File: src/rtl/csp_pkg.sv
/*
  constants, state type and register map of the scaled pulse output
  and the sixteen point divider table setup.
  assumes one 125 MHz clock and a plain register port.
*/
// Summary of operation
// - Each scaled counter increment queues exactly one output pulse, except one that arrives at a full buffer in a cycle with no pulse leaving, which is dropped.
// - The output rate is one of 20000, 2000, 200 or 10 per second, cycling from last to first and showing the current choice.
// - Pulses that arrive faster than the rate wait in a buffer of up to 9999.
// - A full buffer raises a flashing overflow warning.
// - The table takes 3 to 16 frequency points in inputs per time unit.
// - Each point has its own divider, held within 0.00011 to 999999.
// - Setup first picks time_unit_per_second, time_unit_per_minute, time_unit_per_hour or test, then enters point editing.
// - Confirming point 00 checks the table and returns to run mode if the point count and frequency order are good.
// - A point index above 16 is taken as 16.
// - Each point shows its frequency, then its divider, then moves to the next index, except point 16, which stays at 16.
// - On exit an order fault flashes an error and then shows the bad point.
`default_nettype none

package csp_pkg;
  localparam int unsigned CLK_HZ = 125_000_000;
  localparam int unsigned RATE0_HZ = 20000;
  localparam int unsigned RATE1_HZ = 2000;
  localparam int unsigned RATE2_HZ = 200;
  localparam int unsigned RATE3_HZ = 10;
  localparam int unsigned RATE0_CYC = CLK_HZ / RATE0_HZ;
  localparam int unsigned RATE1_CYC = CLK_HZ / RATE1_HZ;
  localparam int unsigned RATE2_CYC = CLK_HZ / RATE2_HZ;
  localparam int unsigned RATE3_CYC = CLK_HZ / RATE3_HZ;
  localparam int unsigned BLINK_MS = 250;
  localparam int unsigned BLINK_CYC = CLK_HZ / 1000 * BLINK_MS;
  localparam int unsigned BAD_MS = 1000;
  localparam int unsigned BAD_CYC = CLK_HZ / 1000 * BAD_MS;
  localparam logic [13:0] BUF_FULL = 14'h270F;
  localparam logic [4:0] PTS_MIN = 5'h03;
  localparam logic [4:0] PTS_MAX = 5'h10;
  // divider in units of 0.00001
  localparam logic [39:0] DIV_MIN = 40'h00_0000_000B;
  localparam logic [39:0] DIV_MAX = 40'h17_4875_6160;
  localparam logic [7:0] A_RATE = 8'h00;
  localparam logic [7:0] A_STAT = 8'h04;
  localparam logic [7:0] A_DLO = 8'h08;
  localparam logic [7:0] A_DHI = 8'h0C;
  localparam logic [7:0] A_KEY = 8'h10;
  localparam logic [7:0] A_VIEW = 8'h14;
  localparam logic [7:0] A_VHI = 8'h18;
  localparam logic [7:0] A_INFO = 8'h1C;
  localparam int unsigned ST_OVF = 16;
  localparam logic [1:0] KEY_OPEN = 2'h1;
  localparam logic [1:0] KEY_NEXT = 2'h2;
  localparam logic [1:0] KEY_ENTER = 2'h3;
  localparam logic [1:0] RATE_RST = 2'h0;
  localparam logic [1:0] UNIT_RST = 2'h0;
  typedef enum logic [2:0] {
    L_RUN, L_UNIT, L_POINT, L_FREQ, L_DIV, L_CHECK, L_BAD
  } csp_lin_t;
endpackage

`default_nettype wire

File: src/rtl/csp_top.sv
/*
  scaled pulse output with pending buffer, and the setup sequence
  of the sixteen point frequency/divider table.
  assumes CNT_INC_I is a one-cycle pulse on CLK_I and software
  drives the register port with single-cycle strobes.
*/
// The address map and the plain strobed port were left to the implementer.
`timescale 1ns/10ps
`default_nettype none

module csp_top #(
  parameter int unsigned R0_CYC = csp_pkg::RATE0_CYC,
  parameter int unsigned R1_CYC = csp_pkg::RATE1_CYC,
  parameter int unsigned R2_CYC = csp_pkg::RATE2_CYC,
  parameter int unsigned R3_CYC = csp_pkg::RATE3_CYC,
  parameter int unsigned BLINK_CYC = csp_pkg::BLINK_CYC,
  parameter int unsigned BAD_CYC = csp_pkg::BAD_CYC
) (
  input wire logic CLK_I, // 125 MHz clock
  input wire logic RST_I, // async reset, high
  input wire logic [7:0] ADDR_I, // register byte address
  input wire logic [31:0] WDATA_I, // write data
  input wire logic WR_I, // write strobe
  input wire logic RD_I, // read strobe
  output logic [31:0] RDATA_O, // read data, cycle after RD_I
  input wire logic CNT_INC_I, // scaled counter increment
  output logic PULSE_O, // scaled pulse output
  output logic BUFFER_OVERFLOW_WARNING_O, // flashing warning
  output logic FREQUENCY_ORDER_ERROR_O, // flashing table error
  output logic RUN_MODE_O // table setup not active
);

  // ----------------------------------------------------------
  // helpers
  // ----------------------------------------------------------
  function automatic logic [23:0] period(input logic [1:0] s);
    case (s)
      2'h0: period = 24'(R0_CYC);
      2'h1: period = 24'(R1_CYC);
      2'h2: period = 24'(R2_CYC);
      default: period = 24'(R3_CYC);
    endcase
  endfunction
  function automatic logic [39:0] clamp_div(input logic [39:0] v);
    if (v < csp_pkg::DIV_MIN) begin
      clamp_div = csp_pkg::DIV_MIN;
    end else if (v > csp_pkg::DIV_MAX) begin
      clamp_div = csp_pkg::DIV_MAX;
    end else begin
      clamp_div = v;
    end
  endfunction

  logic wr_rate, wr_stat, wr_key, enter, tick, inc, dec;
  logic [1:0] rate_sel_reg, unit_reg;
  logic [23:0] tick_cnt_reg;
  logic [13:0] pend_reg;
  logic ovf_reg, pulse_reg, blink_reg;
  logic [31:0] blink_cnt_reg, bad_cnt_reg, dlo_reg;
  logic [7:0] dhi_reg;
  csp_pkg::csp_lin_t state_reg;
  logic [4:0] idx_reg, last_reg, chk_reg, bad_pt_reg;
  logic [3:0] pi;
  logic [31:0] freq_mem [16];
  logic [39:0] div_mem [16];

  assign wr_rate = WR_I && ADDR_I == csp_pkg::A_RATE;
  assign wr_stat = WR_I && ADDR_I == csp_pkg::A_STAT;
  assign wr_key = WR_I && ADDR_I == csp_pkg::A_KEY;
  assign enter = wr_key && WDATA_I[1:0] == csp_pkg::KEY_ENTER;
  assign pi = 4'(idx_reg - 5'h01);

  // ----------------------------------------------------------
  // output rate and pulse generator
  // ----------------------------------------------------------
  // cycling rate select
  always_ff @(posedge CLK_I or posedge RST_I) begin
    if (RST_I) begin
      rate_sel_reg <= csp_pkg::RATE_RST;
    end else if (wr_rate && WDATA_I[0]) begin
      rate_sel_reg <= rate_sel_reg + 2'h1;
    end
  end

  // a rate change mid-period ends the current period at the new length, at once if already past it
  assign tick = tick_cnt_reg >= period(rate_sel_reg) - 24'h1;
  always_ff @(posedge CLK_I or posedge RST_I) begin
    if (RST_I) begin
      tick_cnt_reg <= '0;
    end else begin
      tick_cnt_reg <= tick ? 24'h0 : tick_cnt_reg + 24'h1;
    end
  end

  assign dec = tick && pend_reg != 14'h0;
  assign inc = CNT_INC_I;
  always_ff @(posedge CLK_I or posedge RST_I) begin
    if (RST_I) begin
      pulse_reg <= 1'b0;
    end else if (tick) begin
      pulse_reg <= dec;
    end else if (tick_cnt_reg == (period(rate_sel_reg) >> 1)) begin
      pulse_reg <= 1'b0;
    end
  end

  // hold up to the buffer limit
  always_ff @(posedge CLK_I or posedge RST_I) begin
    if (RST_I) begin
      pend_reg <= '0;
    end else if (inc && !dec && pend_reg != csp_pkg::BUF_FULL) begin
      pend_reg <= pend_reg + 14'h1;
    end else if (dec && !inc) begin
      pend_reg <= pend_reg - 14'h1;
    end
  end
  always_ff @(posedge CLK_I or posedge RST_I) begin
    if (RST_I) begin
      ovf_reg <= 1'b0;
    end else if (inc && !dec && pend_reg >= csp_pkg::BUF_FULL - 14'h1) begin
      ovf_reg <= 1'b1;
    end else if (wr_stat && WDATA_I[csp_pkg::ST_OVF]) begin
      ovf_reg <= 1'b0;
    end
  end

  always_ff @(posedge CLK_I or posedge RST_I) begin
    if (RST_I) begin
      blink_cnt_reg <= '0;
      blink_reg <= 1'b0;
    end else if (blink_cnt_reg >= BLINK_CYC - 1) begin
      blink_cnt_reg <= '0;
      blink_reg <= !blink_reg;
    end else begin
      blink_cnt_reg <= blink_cnt_reg + 32'h1;
    end
  end

  // ----------------------------------------------------------
  // table setup sequence
  // ----------------------------------------------------------
  always_ff @(posedge CLK_I or posedge RST_I) begin
    if (RST_I) begin
      dlo_reg <= '0;
      dhi_reg <= '0;
    end else if (WR_I && ADDR_I == csp_pkg::A_DLO) begin
      dlo_reg <= WDATA_I;
    end else if (WR_I && ADDR_I == csp_pkg::A_DHI) begin
      dhi_reg <= WDATA_I[7:0];
    end
  end

  always_ff @(posedge CLK_I or posedge RST_I) begin
    if (RST_I) begin
      state_reg <= csp_pkg::L_RUN;
      unit_reg <= csp_pkg::UNIT_RST;
      idx_reg <= '0;
      last_reg <= '0;
      chk_reg <= '0;
      bad_pt_reg <= '0;
      bad_cnt_reg <= '0;
    end else begin
      case (state_reg)
        csp_pkg::L_RUN: begin
          if (wr_key && WDATA_I[1:0] == csp_pkg::KEY_OPEN) begin
            state_reg <= csp_pkg::L_UNIT;
          end
        end
        // time unit or test, then points
        csp_pkg::L_UNIT: begin
          if (wr_key && WDATA_I[1:0] == csp_pkg::KEY_NEXT) begin
            unit_reg <= unit_reg + 2'h1;
          end else if (enter) begin
            idx_reg <= '0;
            state_reg <= csp_pkg::L_POINT;
          end
        end
        csp_pkg::L_POINT: begin
          if (enter) begin
            if (dlo_reg == 32'h0) begin
              chk_reg <= '0;
              state_reg <= csp_pkg::L_CHECK;
            end else if (dlo_reg > 32'(csp_pkg::PTS_MAX)) begin
              idx_reg <= csp_pkg::PTS_MAX;
              state_reg <= csp_pkg::L_FREQ;
            end else begin
              idx_reg <= dlo_reg[4:0];
              state_reg <= csp_pkg::L_FREQ;
            end
          end
        end
        csp_pkg::L_FREQ: begin
          if (enter) begin
            state_reg <= csp_pkg::L_DIV;
          end
        end
        csp_pkg::L_DIV: begin
          if (enter) begin
            if (idx_reg > last_reg) begin
              last_reg <= idx_reg;
            end
            if (idx_reg != csp_pkg::PTS_MAX) begin
              idx_reg <= idx_reg + 5'h01;
            end
            state_reg <= csp_pkg::L_POINT;
          end
        end
        csp_pkg::L_CHECK: begin
          if (last_reg < csp_pkg::PTS_MIN) begin
            bad_pt_reg <= last_reg + 5'h01;
            state_reg <= csp_pkg::L_BAD;
          end else if (chk_reg == last_reg) begin
            state_reg <= csp_pkg::L_RUN;
          end else if (chk_reg == 5'h00 ? freq_mem[0] != 32'h0 :
              freq_mem[4'(chk_reg)] <= freq_mem[4'(chk_reg - 5'h01)]) begin
            bad_pt_reg <= chk_reg + 5'h01;
            state_reg <= csp_pkg::L_BAD;
          end else begin
            chk_reg <= chk_reg + 5'h01;
          end
          bad_cnt_reg <= '0;
        end
        csp_pkg::L_BAD: begin
          if (bad_cnt_reg >= BAD_CYC - 1) begin
            idx_reg <= bad_pt_reg;
            state_reg <= csp_pkg::L_POINT;
          end else begin
            bad_cnt_reg <= bad_cnt_reg + 32'h1;
          end
        end
        default: state_reg <= csp_pkg::L_RUN;
      endcase
    end
  end

  always_ff @(posedge CLK_I) begin
    if (enter && state_reg == csp_pkg::L_FREQ) begin
      freq_mem[pi] <= dlo_reg;
    end
    if (enter && state_reg == csp_pkg::L_DIV) begin
      div_mem[pi] <= clamp_div({dhi_reg, dlo_reg});
    end
  end

  // ----------------------------------------------------------
  // outputs and register reads
  // ----------------------------------------------------------
  always_ff @(posedge CLK_I or posedge RST_I) begin
    if (RST_I) begin
      PULSE_O <= 1'b0;
      BUFFER_OVERFLOW_WARNING_O <= 1'b0;
      FREQUENCY_ORDER_ERROR_O <= 1'b0;
      RUN_MODE_O <= 1'b1;
    end else begin
      PULSE_O <= pulse_reg;
      BUFFER_OVERFLOW_WARNING_O <= ovf_reg && blink_reg;
      FREQUENCY_ORDER_ERROR_O <= state_reg == csp_pkg::L_BAD && blink_reg;
      RUN_MODE_O <= state_reg == csp_pkg::L_RUN;
    end
  end

  always_ff @(posedge CLK_I or posedge RST_I) begin
    if (RST_I) begin
      RDATA_O <= '0;
    end else if (!RD_I) begin
      RDATA_O <= '0;
    end else begin
      case (ADDR_I)
        csp_pkg::A_RATE: RDATA_O <= {30'h0, rate_sel_reg};
        csp_pkg::A_STAT: RDATA_O <= {15'h0, ovf_reg, 2'h0, pend_reg};
        csp_pkg::A_DLO: RDATA_O <= dlo_reg;
        csp_pkg::A_DHI: RDATA_O <= {24'h0, dhi_reg};
        csp_pkg::A_VIEW: RDATA_O <= state_reg == csp_pkg::L_FREQ ?
          freq_mem[pi] : state_reg == csp_pkg::L_DIV ? div_mem[pi][31:0] :
          {27'h0, idx_reg};
        csp_pkg::A_VHI: RDATA_O <= state_reg == csp_pkg::L_DIV ?
          {24'h0, div_mem[pi][39:32]} : 32'h0;
        csp_pkg::A_INFO: RDATA_O <= {1'h0, state_reg, 3'h0, bad_pt_reg,
          3'h0, last_reg, 3'h0, idx_reg, 2'h0, unit_reg};
        default: RDATA_O <= '0;
      endcase
    end
  end

endmodule

`default_nettype wire

File: config.mk
export PLATFORM = sky130hd
export DESIGN_NAME = csp_top
export DESIGN_NICKNAME = d
export VERILOG_FILES = /design/src/rtl/csp_pkg.sv /design/src/rtl/csp_top.sv
export SDC_FILE = /design/constraint.sdc
export NUM_CORES = 2
export LEC_CHECK = 0
export ABC_AREA = 1
export ABC_CLOCK_PERIOD_IN_PS = 9150
export BUFFER_PORTS_ARGS = -buffer_cell sky130_fd_sc_hd__buf_2
export CORE_ASPECT_RATIO = 1.25
export CORE_MARGIN = 3
export CORE_UTILIZATION = 50
export DETAILED_ROUTE_END_ITERATION = 7
export MAX_ROUTING_LAYER = met4
export PLACE_DENSITY = 0.69
export SYNTH_ARGS = -nofsm -noshare
export SYNTH_HDL_FRONTEND = slang
export SYNTH_SLANG_ARGS = --single-unit
File: constraint.sdc
create_clock -name CLK_I -period 9.15 [get_ports CLK_I]
set_input_delay 0.915 -clock CLK_I [delete_from_list [all_inputs] [get_ports CLK_I]]
set_output_delay 0.915 -clock CLK_I [all_outputs]
set_load 0.01 [all_outputs]
==> impl_metrics.csv <==
group,metric,value,unit
run_status,status,"complete, no violations",
logic_synthesis,synth-main-ff-cell,"edfxtp_1",
place,io_buffer_count,80,
timing,holdWs,297,ps
pwr,powerDensity,274,nW/um^2
route,ant_nets,0,
timing,max_freq,168,MHz
route,wl,224000,um
worst_setup_path,reg2reg_from,"chk_reg[0]",
route,drtIter0Drc,7888,
floorplanning,core.rowCount,150,
pwr,vdd_drop_max,0.339,mV
place,dp.cells,8665,
finish,largest_reg_flops,640,
cts,root_buffer,"clkbuf_16",
logic_synthesis,muxShareOfSynthArea,0.149,%
cts,cts_made_buffers,143,
cts,insertion_delay,810,ps
finish,area_growth,9.38,%
logic_synthesis,synth_top_family_by_area,"compound AO/OA/AOI/OAI gates",
finish,regMostFlops,"div_mem",
route,dr.pass1.iters,8,
finish,reg_top3,"div_mem (640), freq_mem (512)",
worst_setup_path,start_kind,"flip-flop",
floorplanning,die-width,335,um
worst_setup_path,crit_path_end,"chk_reg[1]",
route,drc,0,
logic_synthesis,ys_seq_elements,1360,
logic_synthesis,syn_area_per_cell,9.48,sq um
global_route,overflow,0,
timing,finalCritPeriodShare,64.9,%
cts,cts.sinks,1360,
timing,tightest_slew,1300,ps
floorplanning,fp.dieH,418,um
timing,rsz0062_at_grt,"false",
timing,relSlewSlack,13.6,%
cts,cts_resized,0,
worst_setup_path,path_max_fanout,146,
place,finalWeightedCongestion,0.954,
worst_setup_path,critical_path_class,"reg -> reg",
logic_synthesis,synthArstFlopShare,15.3,%
cts,h-tree-depth,4,
global_route,grt_pass1_wl,329000,um
floorplanning,core-area,134000,sq um
logic_synthesis,ys_seq_area_share,58.7,%
logic_synthesis,yosysUniqueCellTypes,59,
cts,hold_buffers,0,
timing,min_period,5940,ps
logic_synthesis,synth-edff-count,1152,
timing,skew,33.2,ps
global_route,grt_start_max_net_pins,305,
logic_synthesis,synth-simple-area-share,14.6,%
floorplanning,ios,81,
global_route,grt.total_usage,32.3,%
worst_setup_path,startpoint,"chk_reg[0]",
floorplanning,die-area,140000,sq um
finish,fillers,11544,
flow_run,drv_cap,0,
route,dr_total_vias,55943,
logic_synthesis,netlist_instances,7158,
cts,clkTransAtPathRegs,60,ps
finish,nets,7197,
cts,cts_tree,"done",
logic_synthesis,synth-compound-area-share,18.2,%
place,dp_hpwl,127000,um
finish,layout.cells.non_filler,8932,
global_route,antenna_found_initial,2,
worst_setup_path,r2r_setup_slack,3210,ps
worst_setup_path,cp.required,9860,ps
cts,clock_tree.buffer_depth,3,
global_route,grt_pass1_vias,52144,
cts,post_cts_buffers,0,
worst_setup_path,end_kind,"flip-flop",
logic_synthesis,synthXorXnorAreaFrac,0.699,%
finish,layout-drive-gt1-share,6.69,%
logic_synthesis,synth_fa_ha_area_share,1.67,%
timing,slew_viol_final,0,
route,wl_per_cell,25.1,um
logic_synthesis,yosysWarnings,0,
timing,finalSetupTns,0,ps
logic_synthesis,synth_area,67800,sq um
route,viasPerCell,6.26,
timing,hold_viol_final,0,
hold_path,hold_class,"in -> async",
worst_setup_path,r2r_end,"chk_reg[1]",
worst_setup_path,r2r_cells,23,
worst_setup_path,cp_data_arrival_time,6650,ps
floorplanning,initial_core_util,50.6,%
timing,finalSetupViolations,0,
pwr,p_leak,0.0276,uW
[cell families after synthesis]
kind of cell | count (synthesis)
and+or+nand+nor | 2398
AOI/OAI and AO/OA | 2259
DFF | 1360
buffers and inverters | 988
adders and majority gates | 90
xor gates and xnor gates | 52
muxes | 10
other | 1
[synthesized netlist by cell type, types with 7 or more instances]
master    number  area [sq um]
nor2_2         8          50.1
nand4_1       83           519
a32o_1        84           841
nor3_1        79           395
xnor2_1       16           140
o211ai_1      72           541
or2_2         10          62.6
nor4_1        16           100
o22ai_1       35           219
nand3_1      287          1440
nor3b_1        7          52.6
a21oi_1      900          4500
o21ai_0     1026          5130
ha_1          89          1110
o221ai_1      28           245
inv_2         10          37.5
buf_2        187           936
a31oi_1       11          68.8
dfrtp_1      207          5180
nor2_1       607          2280
mux2i_1        9          90.1
clkbuf_1     230           863
buf_1         29           109
buf_4         20           150
a22oi_1       46           345
a221oi_1      14           123
nand2_1     1276          4790
nand2_2        7          43.8
inv_1        497          1870
clkinv_1       8          30.0
edfxtp_1    1152         34600
xor2_1        35           307
[routing by layer]
layer	global-route usage, %	part of all wire, %
met1	41.2	38
met2	48.2	45
met3	6.52	11
met4	18.7	6.7
met5	-	0
[worst min path at each step]
stage                     startpoint         endpoint  slack [ps]  cells after the start
after detailed placement   pulse_reg          PULSE_O         410                      0
final                          RST_I  bad_cnt_reg[26]         300                      2
after global placement     pulse_reg          PULSE_O         400                      0
after floorplan            pulse_reg          PULSE_O         350                      0
after global routing           RST_I  bad_cnt_reg[26]         340                      2
after CTS                      RST_I  bad_cnt_reg[26]         300                      2
[power by group]
group	switching (uW)	internal, uW
registers	194	6840
logic	5450	2110
clock network	2470	3280
[worst max-delay path, cell delays in order, from the launching register on]
cell     delay, ps
dfrtp_4        880
inv_8          430
ha_1           400
xnor2_2        150
inv_2          630
buf_4          610
a21oi_1         70
o21ai_0        110
o31ai_1        110
o21ai_1        160
inv_1           60
ha_1           280
nand2_1         90
nor2_1         220
nand2_1        190
nor3_1         320
nand4_1        150
nand2_1        100
inv_1           50
nand2_1        150
nand3_1        210
nand3_1        240
nand2_1         80
nand2_1         90
[cells in the final DEF, fill, tap and decap left out, types with 8 or more instances in the layout]
| cell | count |
|---|---|
| nand2_2 | 10 |
| clkbuf_16 | 145 |
| mux2i_1 | 9 |
| inv_2 | 10 |
| xnor2_1 | 15 |
| or2_2 | 10 |
| nor3_1 | 47 |
| clkinv_2 | 18 |
| dfrtp_1 | 202 |
| nor2_1 | 605 |
| bufinv_16 | 9 |
| clkbuf_8 | 11 |
| nor2_4 | 8 |
| inv_1 | 493 |
| a22oi_1 | 46 |
| a221oi_1 | 14 |
| buf_4 | 93 |
| o221ai_1 | 28 |
| a31oi_1 | 11 |
| buf_2 | 80 |
| clkinv_1 | 33 |
| nor4_1 | 16 |
| a32o_1 | 84 |
| edfxtp_1 | 1152 |
| nand2_1 | 1273 |
| conb_1 | 55 |
| o21ai_0 | 1026 |
| clkbuf_1 | 38 |
| xor2_1 | 34 |
| a21oi_1 | 900 |
| o211ai_1 | 72 |
| o22ai_1 | 35 |
| ha_1 | 87 |
| nand3_1 | 286 |
| nor3_2 | 37 |
| nand4_1 | 83 |
[layout make-up]
type,count,area (sq um),area share (%)
sequential,1360,39800,53.7
multi-input combinational,4864,24400,32.9
clock buffer,194,3920,5.29
tap,1748,2190,2.95
inverter,515,1970,2.65
timing repair buffer,178,1200,1.62
clock inverter,69,659,0.889
antenna,4,10.0,0.0135
[through the flow]
step                      setup slack (ps)  util [%]  instance area, sq um  power [uW]
final                                 3210      55.3                 74200       20300
after global routing                  2930      55.3                 74200       21300
after CTS                             3400      55.3                 74200       20100
after detailed placement              3490      51.9                 69600       14400
after global placement                3550      51.9                 69600       14300
after floorplan                       2560         -                 68000       12200
Note: power is estimated with default switching activity, not from simulation.
